$ cat src/shared/fms_defs.vh
// Constants of the fan module supervisor: register map, fields, variants, timing.
// Assumes a 10 MHz system clock and a 32-bit classic Wishbone register bus.
`ifndef FMS_DEFS_VH
`define FMS_DEFS_VH

// ****************************************************************
// Register byte offsets
// ****************************************************************
`define FMS_REG_CTRL      8'h00
`define FMS_REG_STATE     8'h04
`define FMS_REG_FLAGS     8'h08
`define FMS_REG_EVENT     8'h0C
`define FMS_REG_IRQ_STAT  8'h10
`define FMS_REG_IRQ_MASK  8'h14

// ****************************************************************
// Field positions
// ****************************************************************
`define FMS_CTRL_VAR_LSB  0
`define FMS_CTRL_RUN_BIT  2
`define FMS_FLG_WARN      0
`define FMS_FLG_SPARE     1
`define FMS_FLG_FAULT     2
`define FMS_IRQ_EVENT     0
`define FMS_IRQ_DIAG      1
`define FMS_IRQ_HALT      2
`define FMS_IRQ_W         3

// ****************************************************************
// Variant codes and reset values
// ****************************************************************
`define FMS_VAR_OPTIONAL  2'h0
`define FMS_VAR_SINGLE    2'h1
`define FMS_VAR_DOUBLE    2'h2
`define FMS_CTRL_RST      3'h0

// ****************************************************************
// Event codes
// ****************************************************************
`define FMS_EVT_CODE      8'hCD
`define FMS_DET_ALL_FANS  32'h00000080
`define FMS_DET_SPARE_FAN 32'h00004000
`define FMS_DIAG_NO_FAN   2'h1
`define FMS_DIAG_SPARE    2'h2

// ****************************************************************
// Display codes
// ****************************************************************
`define FMS_SEG_F         4'hF
`define FMS_SEG_8         4'h8
`define FMS_SEG_RUN       4'h0

// ****************************************************************
// Timing
// ****************************************************************
`define FMS_CLK_HZ        10000000
`define FMS_BLINK_HZ      2
`define FMS_TOUT_S        60
// Half period of the 2 Hz blink, in clocks
`define FMS_BLINK_HALF    (`FMS_CLK_HZ / (2 * `FMS_BLINK_HZ))
`define FMS_TOUT_CYC      (`FMS_CLK_HZ * `FMS_TOUT_S)

`endif

$ cat src/hw/fms_sync.v
// Two-stage synchroniser for a group of single-bit levels.
// Assumes the inputs are static for at least two clocks.
`timescale 1ns/100ps

module fms_sync #(
   parameter W = 1
) (
   // Clock and reset
   input  wire         clk_i,
   input  wire         rst_i,
   // Levels
   input  wire [W-1:0] async_i,
   output reg  [W-1:0] sync_o
);

   reg [W-1:0] meta;

   // First stage feeds only the second stage
   always @(posedge clk_i) begin
      if (rst_i) begin
         meta   <= {W{1'b0}};
         sync_o <= {W{1'b0}};
      end else begin
         meta   <= async_i;
         sync_o <= meta;
      end
   end

endmodule // fms_sync

$ cat src/hw/fms_prescale.v
// Free prescaler: one-cycle tick every LIMIT clocks while enabled.
// Assumes LIMIT of at least one.
`timescale 1ns/100ps

module fms_prescale #(
   parameter W     = 32,
   parameter LIMIT = 1
) (
   // Clock and reset
   input  wire clk_i,
   input  wire rst_i,
   // Control
   input  wire run_i,
   output reg  tick_o
);

   localparam [W-1:0] LAST = LIMIT - 1;

   reg [W-1:0] count;

   always @(posedge clk_i) begin
      if (rst_i || !run_i) begin
         count  <= {W{1'b0}};
         tick_o <= 1'b0;
      end else if (count == LAST) begin
         count  <= {W{1'b0}};
         tick_o <= 1'b1;
      end else begin
         count  <= count + {{(W-1){1'b0}}, 1'b1};
         tick_o <= 1'b0;
      end
   end

endmodule // fms_prescale

$ cat src/hw/fms_top.v
// Fan module supervisor: fan switching, power-up test, fault states, status registers.
// Assumes synchronous active-high reset is the power cycle; only it clears halt states.
// Operation
// - Double variant runs fan continuously at about 40 C or above.
// - Mandatory variants blink ready indicator red/yellow 2 Hz on fan failure.
// - Fan fault records diagnostic entry, sets fan flag, raises fault event only in RUN.
// - Optional variant sets fan warning flag when module absent at power-on.
// - Optional variant raises no fault event when module absent at start.
// - Optional variant keeps running after fan failure until overtemperature.
// - Second threshold enters FAULT: shows F, all indicators flicker red, latched.
// - Single mandatory variant tests module at power-up; failure withholds kernel.
// - Single variant without working fan enters RESET after one minute, shows 8.
// - Double variant with one fan failed drives remaining fan full load, raises event in RUN.
// - Double variant power-up passes if one fan works, else withholds kernel.
// - Double variant needing cooling without working fan enters RESET after minute.
// - Double module is functional with one fan, defective only with none.
// - Spare fan failing in RUN raises event code 205, detail 16#00004000.
//
// Register access over Wishbone and the register addresses were chosen for this implementation.
`timescale 1ns/100ps
`include "fms_defs.vh"

module fms_top #(
   parameter BLINK_HALF = `FMS_BLINK_HALF,
   parameter TOUT_CYC   = `FMS_TOUT_CYC
) (
   // Clock and reset
   input  wire        clk_i,
   input  wire        rst_i,
   // Wishbone slave
   input  wire        cyc_i,
   input  wire        stb_i,
   input  wire        we_i,
   input  wire [7:0]  adr_i,
   input  wire [3:0]  sel_i,
   input  wire [31:0] dat_i,
   output reg  [31:0] dat_o,
   output wire        ack_o,
   // Fan module
   input  wire        temp_43_i,
   input  wire        temp_40_i,
   input  wire        temp_hi2_i,
   input  wire        present_i,
   input  wire        fan0_ok_i,
   input  wire        fan1_ok_i,
   output reg         fan_on_o,
   output reg         fan_full_o,
   // Indicators
   output reg         rdy_red_o,
   output reg         rdy_yel_o,
   output reg         all_red_o,
   output reg  [3:0]  seg_o,
   output reg         kernel_ok_o,
   // Interrupt
   output wire        irq_o
);

   // ****************************************************************
   // States
   // ****************************************************************
   localparam [5:0] ST_TEST  = 6'h01;
   localparam [5:0] ST_STOP  = 6'h02;
   localparam [5:0] ST_RUN   = 6'h04;
   localparam [5:0] ST_HOLD  = 6'h08;
   localparam [5:0] ST_FAULT = 6'h10;
   localparam [5:0] ST_RESET = 6'h20;

   // ****************************************************************
   // Input synchronisation
   // ****************************************************************
   wire [5:0] s;
   fms_sync #(.W(6)) u_sync (
      .clk_i   (clk_i),
      .rst_i   (rst_i),
      .async_i ({temp_hi2_i, temp_40_i, temp_43_i, present_i, fan1_ok_i, fan0_ok_i}),
      .sync_o  (s)
   );
   wire f0   = s[0];
   wire f1   = s[1];
   wire pres = s[2];
   wire t43  = s[3];
   wire t40  = s[4];
   wire thi2 = s[5];

   // ****************************************************************
   // Registers
   // ****************************************************************
   reg  [2:0]  ctrl;
   reg  [5:0]  state;
   reg  [2:0]  flags;
   reg  [31:0] detail;
   reg  [1:0]  diag;
   reg  [2:0]  irq_stat;
   reg  [2:0]  irq_mask;
   reg         ack;
   reg         blink;
   reg         was_pres;
   reg         spare_seen;
   reg         all_seen;
   reg  [1:0]  settle;
   reg         cfg;

   wire [1:0] variant = ctrl[`FMS_CTRL_VAR_LSB+1:`FMS_CTRL_VAR_LSB];
   wire       go_run  = ctrl[`FMS_CTRL_RUN_BIT];
   wire       is_opt  = (variant == `FMS_VAR_OPTIONAL);
   wire       is_dbl  = (variant == `FMS_VAR_DOUBLE);

   // module present and functional: any working fan in double variant, else fan 0
   wire mod_ok    = pres && (is_dbl ? (f0 || f1) : f0);
   wire spare_bad = is_dbl && pres && (f0 ^ f1);
   wire cool_need = is_dbl ? t40 : 1'b1;
   // test waits for settled inputs and a written variant, as reset clears it
   wire test_done = (settle == 2'h2) && cfg;

   // ****************************************************************
   // Prescalers
   // ****************************************************************
   wire blink_tick;
   wire tout_tick;
   fms_prescale #(.W(32), .LIMIT(BLINK_HALF)) u_blink (
      .clk_i  (clk_i),
      .rst_i  (rst_i),
      .run_i  (1'b1),
      .tick_o (blink_tick)
   );
   // timeout runs while no working cooling
   // double variant counts only when cooling is demanded
   // timeout prescaler, restarts when cooling returns
   fms_prescale #(.W(32), .LIMIT(TOUT_CYC)) u_tout (
      .clk_i  (clk_i),
      .rst_i  (rst_i),
      .run_i  (state == ST_RUN && !is_opt && !mod_ok && cool_need),
      .tick_o (tout_tick)
   );

   always @(posedge clk_i) begin
      if (rst_i) begin
         blink <= 1'b0;
      end else if (blink_tick) begin
         blink <= ~blink;
      end
   end

   // ****************************************************************
   // Supervisor state machine
   // ****************************************************************
   reg [5:0] next_state;
   always @* begin
      next_state = state;
      case (state)
         ST_TEST: begin
            if (!test_done) begin
               next_state = ST_TEST;
            end else if (is_opt || mod_ok) begin
               next_state = ST_STOP;
            end else begin
               next_state = ST_HOLD;
            end
         end
         ST_STOP: begin
            if (go_run) begin
               next_state = ST_RUN;
            end
         end
         ST_RUN: begin
            if (tout_tick) begin
               next_state = ST_RESET;
            end else if (!go_run) begin
               next_state = ST_STOP;
            end
         end
         ST_HOLD:  next_state = ST_HOLD;
         ST_FAULT: next_state = ST_FAULT;
         ST_RESET: next_state = ST_RESET;
         default:  next_state = ST_TEST;
      endcase
      // overtemperature wins outside TEST and RESET, latched until power cycle
      // only overtemperature stops the optional variant
      if (thi2 && state != ST_TEST && state != ST_RESET) begin
         next_state = ST_FAULT;
      end
   end

   always @(posedge clk_i) begin
      if (rst_i) begin
         state  <= ST_TEST;
         settle <= 2'h0;
      end else begin
         state <= next_state;
         // Synchroniser is cleared by reset, so its output is stale for two clocks
         if (settle != 2'h2) begin
            settle <= settle + 2'h1;
         end
      end
   end

   // ****************************************************************
   // Fault detection and events
   // ****************************************************************
   wire in_run   = (state == ST_RUN);
   wire live     = (state == ST_STOP) || in_run;
   wire new_all  = live && !mod_ok && !all_seen;
   wire new_spr  = live && spare_bad && !spare_seen;
   // absent at start in optional variant gives no event
   wire opt_mute = is_opt && !was_pres;
   // event on fan fault during run
   wire ev_all   = in_run && new_all && !opt_mute;
   wire ev_spr   = in_run && new_spr;
   wire ev_any   = ev_all || ev_spr;
   wire halt_now = (next_state != state) && (next_state == ST_HOLD ||
                    next_state == ST_FAULT || next_state == ST_RESET);

   // Bus read of the status register, used for clear-on-read
   wire bus_req  = cyc_i && stb_i && !ack;
   wire rd_irq   = bus_req && !we_i && (adr_i == `FMS_REG_IRQ_STAT);
   wire wr_ctrl  = bus_req && we_i && (adr_i == `FMS_REG_CTRL) && sel_i[0];
   wire wr_flags = bus_req && we_i && (adr_i == `FMS_REG_FLAGS) && sel_i[0];
   wire wr_mask  = bus_req && we_i && (adr_i == `FMS_REG_IRQ_MASK) && sel_i[0];
   wire [2:0] irq_set = {halt_now, (new_all || new_spr), ev_any};

   always @(posedge clk_i) begin
      if (rst_i) begin
         flags      <= 3'h0;
         detail     <= 32'h00000000;
         diag       <= 2'h0;
         was_pres   <= 1'b0;
         spare_seen <= 1'b0;
         all_seen   <= 1'b0;
         irq_stat   <= 3'h0;
      end else begin
         if (state == ST_TEST) begin
            was_pres <= pres;
            if (test_done && is_opt && !pres) begin
               flags[`FMS_FLG_WARN] <= 1'b1;
            end
         end
         // software clears flags; fault sets win over clear, the power-up warning set does not
         if (wr_flags) begin
            flags <= flags & ~dat_i[2:0];
         end
         if (new_all) begin
            all_seen             <= 1'b1;
            diag                 <= `FMS_DIAG_NO_FAN;
            flags[`FMS_FLG_WARN] <= 1'b1;
         end else if (new_spr) begin
            spare_seen            <= 1'b1;
            diag                  <= `FMS_DIAG_SPARE;
            flags[`FMS_FLG_SPARE] <= 1'b1;
         end
         if (ev_all) begin
            detail                <= `FMS_DET_ALL_FANS;
            flags[`FMS_FLG_FAULT] <= 1'b1;
         end else if (ev_spr) begin
            detail                <= `FMS_DET_SPARE_FAN;
            flags[`FMS_FLG_FAULT] <= 1'b1;
         end
         irq_stat <= (rd_irq ? 3'h0 : irq_stat) | irq_set;
      end
   end

   assign irq_o = |(irq_stat & irq_mask);

   // ****************************************************************
   // Fan drive and indicators
   // ****************************************************************
   always @(posedge clk_i) begin
      if (rst_i) begin
         fan_on_o    <= 1'b0;
         fan_full_o  <= 1'b0;
         rdy_red_o   <= 1'b0;
         rdy_yel_o   <= 1'b0;
         all_red_o   <= 1'b0;
         seg_o       <= `FMS_SEG_RUN;
         kernel_ok_o <= 1'b0;
      end else begin
         case (variant)
            `FMS_VAR_OPTIONAL: fan_on_o <= t43;
            // double fan continuous at 40 C
            `FMS_VAR_DOUBLE:   fan_on_o <= t40;
            default:           fan_on_o <= 1'b1;
         endcase
         fan_full_o  <= spare_bad;
         kernel_ok_o <= live;
         // red/yellow 2 Hz on mandatory fan loss
         if (state == ST_HOLD || (live && !is_opt && !mod_ok)) begin
            rdy_red_o <= blink;
            rdy_yel_o <= ~blink;
         end else begin
            rdy_red_o <= 1'b0;
            rdy_yel_o <= live;
         end
         all_red_o <= (state == ST_FAULT) && blink;
         case (state)
            ST_FAULT: seg_o <= `FMS_SEG_F;
            ST_RESET: seg_o <= `FMS_SEG_8;
            default:  seg_o <= `FMS_SEG_RUN;
         endcase
      end
   end

   // ****************************************************************
   // Wishbone slave: one wait state, unmapped reads zero
   // ****************************************************************
   always @(posedge clk_i) begin
      if (rst_i) begin
         ack      <= 1'b0;
         dat_o    <= 32'h00000000;
         ctrl     <= `FMS_CTRL_RST;
         irq_mask <= 3'h0;
         cfg      <= 1'b0;
      end else begin
         ack <= bus_req;
         if (wr_ctrl) begin
            ctrl <= dat_i[2:0];
            cfg  <= 1'b1;
         end
         if (wr_mask) begin
            irq_mask <= dat_i[2:0];
         end
         case (adr_i)
            `FMS_REG_CTRL:     dat_o <= {29'h0, ctrl};
            `FMS_REG_STATE:    dat_o <= {26'h0, state};
            `FMS_REG_FLAGS:    dat_o <= {27'h0, diag, flags};
            `FMS_REG_EVENT:    dat_o <= (detail == 32'h0) ? 32'h0 :
                                        {`FMS_EVT_CODE, detail[23:0]};
            `FMS_REG_IRQ_STAT: dat_o <= {29'h0, irq_stat};
            `FMS_REG_IRQ_MASK: dat_o <= {29'h0, irq_mask};
            default:           dat_o <= 32'h00000000;
         endcase
      end
   end

   assign ack_o = ack;

endmodule // fms_top

$ cat config.mk
export PLATFORM = sky130hd
export DESIGN_NAME = fms_top
export DESIGN_NICKNAME = d
export VERILOG_FILES = /design/src/hw/fms_sync.v /design/src/hw/fms_prescale.v /design/src/hw/fms_top.v
export VERILOG_INCLUDE_DIRS = /design/src /design/src/shared
export SDC_FILE = /design/constraint.sdc
export NUM_CORES = 1
export LEC_CHECK = 0
export BUFFER_PORTS_ARGS = -buffer_cell sky130_fd_sc_hd__buf_2
export CAP_MARGIN = 20
export CORE_ASPECT_RATIO = 0.9
export CORE_MARGIN = 4
export CORE_UTILIZATION = 45
export CTS_BUF_LIST = sky130_fd_sc_hd__clkbuf_4 sky130_fd_sc_hd__clkbuf_8
export DETAILED_ROUTE_END_ITERATION = 16
export PLACE_DENSITY = 0.68
export SLEW_MARGIN = 10
export SYNTH_ARGS = -nofsm -noshare
export SYNTH_HDL_FRONTEND = slang
export SYNTH_HIERARCHICAL = 1
export SYNTH_SLANG_ARGS = --single-unit
$ cat constraint.sdc
create_clock -name clk_i -period 2.6 [get_ports clk_i]
set_input_delay 0.52 -clock clk_i [delete_from_list [all_inputs] [get_ports clk_i]]
set_output_delay 0.52 -clock clk_i [all_outputs]
set_load 0.02 [all_outputs]
==> impl_metrics.py <==
metrics = {
    "run_status": {
        "outcome": "finished clean",
    },
    "timing": {
        "final.setup.tns_ps": 0,
        "hold_viol": 0,
        "fin_crit_sh_pct": 88.8,
        "fin_skew_ps": 8.06,
        "drv_slew": 0,
        "final.min_clock_period_ps": 2310,
        "finalSetupViolations": 0,
        "tightest_slew_ps": 613,
        "relSlewSlack_pct": 59.0,
        "rsz0062_at_grt": "no",
        "max_freq_mhz": 433,
    },
    "synthesis": {
        "synthArstFlopShare_pct": 0,
        "ys.flop_type": "dfxtp_1",
        "ys_ff_latch": 125,
        "synth_cell_types": 67,
        "synth_edf_count": 0,
        "synth_cells": 675,
        "syn-mean-instance-area_sq_um": 8.78,
        "ys_seq_area_share_pct": 42.2,
        "yosys_warnings": 6,
        "syn_area_sq_um": 5930,
    },
    "power": {
        "power_leakage_uw": 0.00241,
        "p_per_area_nw_per_um2": 592,
        "power_uw": 3910,
        "peakVddDrop_v": 0.000339,
    },
    "cells_and_area": {
        "drive_gt1_share_pct": 16.6,
        "register_area_sq_um": 2500,
        "fillers": 1190,
        "multi_input_area_sq_um": 3100,
        "nets": 776,
        "diodes": 0,
        "instances_no_fill": 892,
        "area_growth_pct": 11.4,
    },
    "place": {
        "gp_congestion": 0.866,
        "dp_cells": 862,
        "numPortBuffers": 47,
        "dpl.hpwl_mm": 9.16,
    },
    "global_route": {
        "grt_overflow_total": 0,
        "grt.total_usage_pct": 17.4,
        "grt_pass1_wl_mm": 21.3,
        "grt_antenna_before_repair": 0,
        "grt_max_degree": 28,
        "grt_pass1_vias": 4625,
    },
    "critical_path": {
        "critPathSlowestCell": "dfxtp_1",
        "critPathMaxStageDelay_ps": 470,
        "ff2ff_setup_slack_ps": 290,
        "crit_start": "state[5]",
        "path_max_fanout": 21,
        "end_kind": "flop",
        "r2r-start": "state[5]",
        "reg2reg_to": "u_tout/count[31]",
        "worstPathArrival_ps": 2680,
        "reg2reg_depth": 6,
        "timing.critical_path.to": "u_tout/count[31]",
        "path_cells": "nor4_4 > nand3b_2 > nor3b_1 > nor2b_1 > o21ai_4 > a21oi_1",
        "cp-start-kind": "flop",
        "required_ps": 2970,
        "crit_type": "flop to flop",
    },
    "die": {
        "core_sq_um": 12800,
        "row_count": 39,
        "pin_count": 99,
        "start_util_pct": 46.4,
        "die-height_um": 117,
        "die-width_um": 129,
        "dieArea_sq_um": 15100,
    },
    "detailed_routing": {
        "ant_nets": 0,
        "wl_per_cell_um": 14.3,
        "drt-initial-drc-count": 510,
        "wl_mm": 12.7,
        "drc": 0,
        "dr.pass1.iters": 6,
        "viasPerCell": 5.51,
        "vias": 4914,
    },
    "clock_network": {
        "clk_pin_slew_ps": 70,
        "cts_made_buffers": 17,
        "insertion_delay_ps": 440,
        "htree_num_levels": 4,
        "cts_tree": "yes",
        "clockRootBuffer": "clkbuf_8",
        "max-clock-path-buffers": 2,
        "post_cts_buffers": 0,
        "cts_num_sinks": 125,
        "cts_hold_buffers": 0,
        "cts.repair.resized": 0,
    },
    "job": {
        "max_cap_violations": 0,
    },
    "hold_path": {
        "hold_path_class": "input pin to flop",
    },
}
## kinds of logic after synthesis
group	Yosys count	share of synthesized area (%)
compound gates	81	8.78
xor+xnor	55	8.12
fa+ha+maj	4	0.844
buf+inv	68	6.71
flops	125	42.2
mux	10	1.69
other cells	2	0.127
simple gates	330	31.5
## worst min path at each step
stage | from | to | slack [ps] | depth (start not counted)
finish | temp_43_i | u_sync/meta[3] | 300 | 2
global route | temp_43_i | u_sync/meta[3] | 290 | 2
CTS | fan1_ok_i | u_sync/meta[1] | 270 | 2
detailed placement | u_sync/meta[1] | u_sync/sync_o[1] | 430 | 1
global placement | u_sync/meta[4] | u_sync/sync_o[4] | 430 | 1
floorplan | u_sync/meta[0] | u_sync/sync_o[0] | 410 | 1
## report_power, final
| group | internal, uW | switching (uW) | leakage (uW) | total [uW] |
|---|---|---|---|---|
| clock network | 1080 | 706 | 0.000218 | 1790 |
| registers | 1940 | 15.7 | 0.00101 | 1960 |
| logic | 57.8 | 101 | 0.00119 | 159 |
## synth_stat cells, drive strengths merged, types with 2 or more instances
cell    number  area share (%)
nor3b        2            0.25
nand3b       8             1.1
o21ai       22             2.0
nor4        11             1.9
nor3        22             2.3
or4b         4            0.68
a211oi       2            0.25
nor2       100             6.3
nand3       35             3.0
mux2i       10             1.7
ha           4            0.84
and3        15             1.6
nor4b        6             1.1
or3         11             1.2
a31oi        5            0.53
o22ai        3            0.32
nand2       45             2.8
xor2        34             5.0
and2         6            0.63
inv         15            0.95
dfxtp      125              42
or2          2            0.25
a21oi       26             2.3
clkbuf      11            0.70
o21a         3            0.38
nand4b       2            0.30
a221oi       2            0.30
and2b        2            0.30
or4          3            0.51
a22oi        5            0.63
xnor2       21             3.1
nand4       27             3.2
conb         2            0.13
buf         42             5.1
a222oi       4            0.68
nor2b       15             2.2
and4         6            0.89
nand2b       6            0.63
and3b        2            0.30
## worst max-delay path: cells and delay by family, from the launching register on
kind / cells / cell delay, ps
flops: 1 / 470
compound gates: 2 / 480
simple gates: 4 / 1300
## layer usage
| metal | up-vias | share of wire [%] | track usage, % | wire length [um] |
|---|---|---|---|---|
| met1 | 2344 | 46 | 22.8 | 5850 |
| li1 | 2397 | - | - | - |
| met3 | 17 | 6.1 | 4.85 | 777 |
| met4 | 0 | 1.4 | 7.14 | 172 |
| met5 | - | 0 | 0 | 0 |
| met2 | 156 | 47 | 27.3 | 5930 |
## per-stage QoR
step	worst slack, ps	util [%]	hold slack, ps	instance area (sq um)
after CTS	302	51.7	268	6600
final	290	51.7	299	6600
after floorplan	583	-	415	6000
after global placement	320	48.3	429	6180
after global routing	107	51.7	286	6600
after detailed placement	272	48.3	430	6180
## registers in the layout (all words and copies together), names as in the netlist, 2 cells and up
name,cells
state,6
u_blink/count,32
irq_stat,3
seg_o,2
u_sync/meta,6
flags,3
dat_o,9
settle,2
diag,2
irq_mask,3
ctrl,3
u_tout/count,32
detail,2
u_sync/sync_o,6
## final cells by class
| class | count | share of cell area (%) |
|---|---|---|
| flip-flops and latches | 125 | 37.9 |
| multi-input cells | 500 | 46.9 |
| well taps | 164 | 3.11 |
| repair buffers | 58 | 4.81 |
| clock inverters | 6 | 1.63 |
| clock buffers | 24 | 4.81 |
| inverters | 15 | 0.853 |
## placed cells by master (no fill, tap or decap), types with 4 or more instances in the layout
cell / n
nand2_1: 45
and3_1: 14
a222oi_1: 4
mux2i_1: 10
a31oi_1: 5
a22oi_1: 5
ha_1: 4
nand4_1: 25
o21ai_0: 21
dfxtp_1: 125
clkbuf_8: 22
nand2b_1: 6
nor2_1: 100
and2_1: 6
buf_2: 47
nor2b_1: 5
nand3b_1: 7
conb_1: 20
nor2b_2: 8
buf_4: 11
inv_1: 15
nor4b_1: 5
xor2_1: 34
a21oi_1: 25
and4_1: 6
nor4_1: 8
xnor2_1: 21
or3_1: 11
nor3_1: 18
nand3_1: 34
Note: power is estimated with default switching activity, not from simulation.
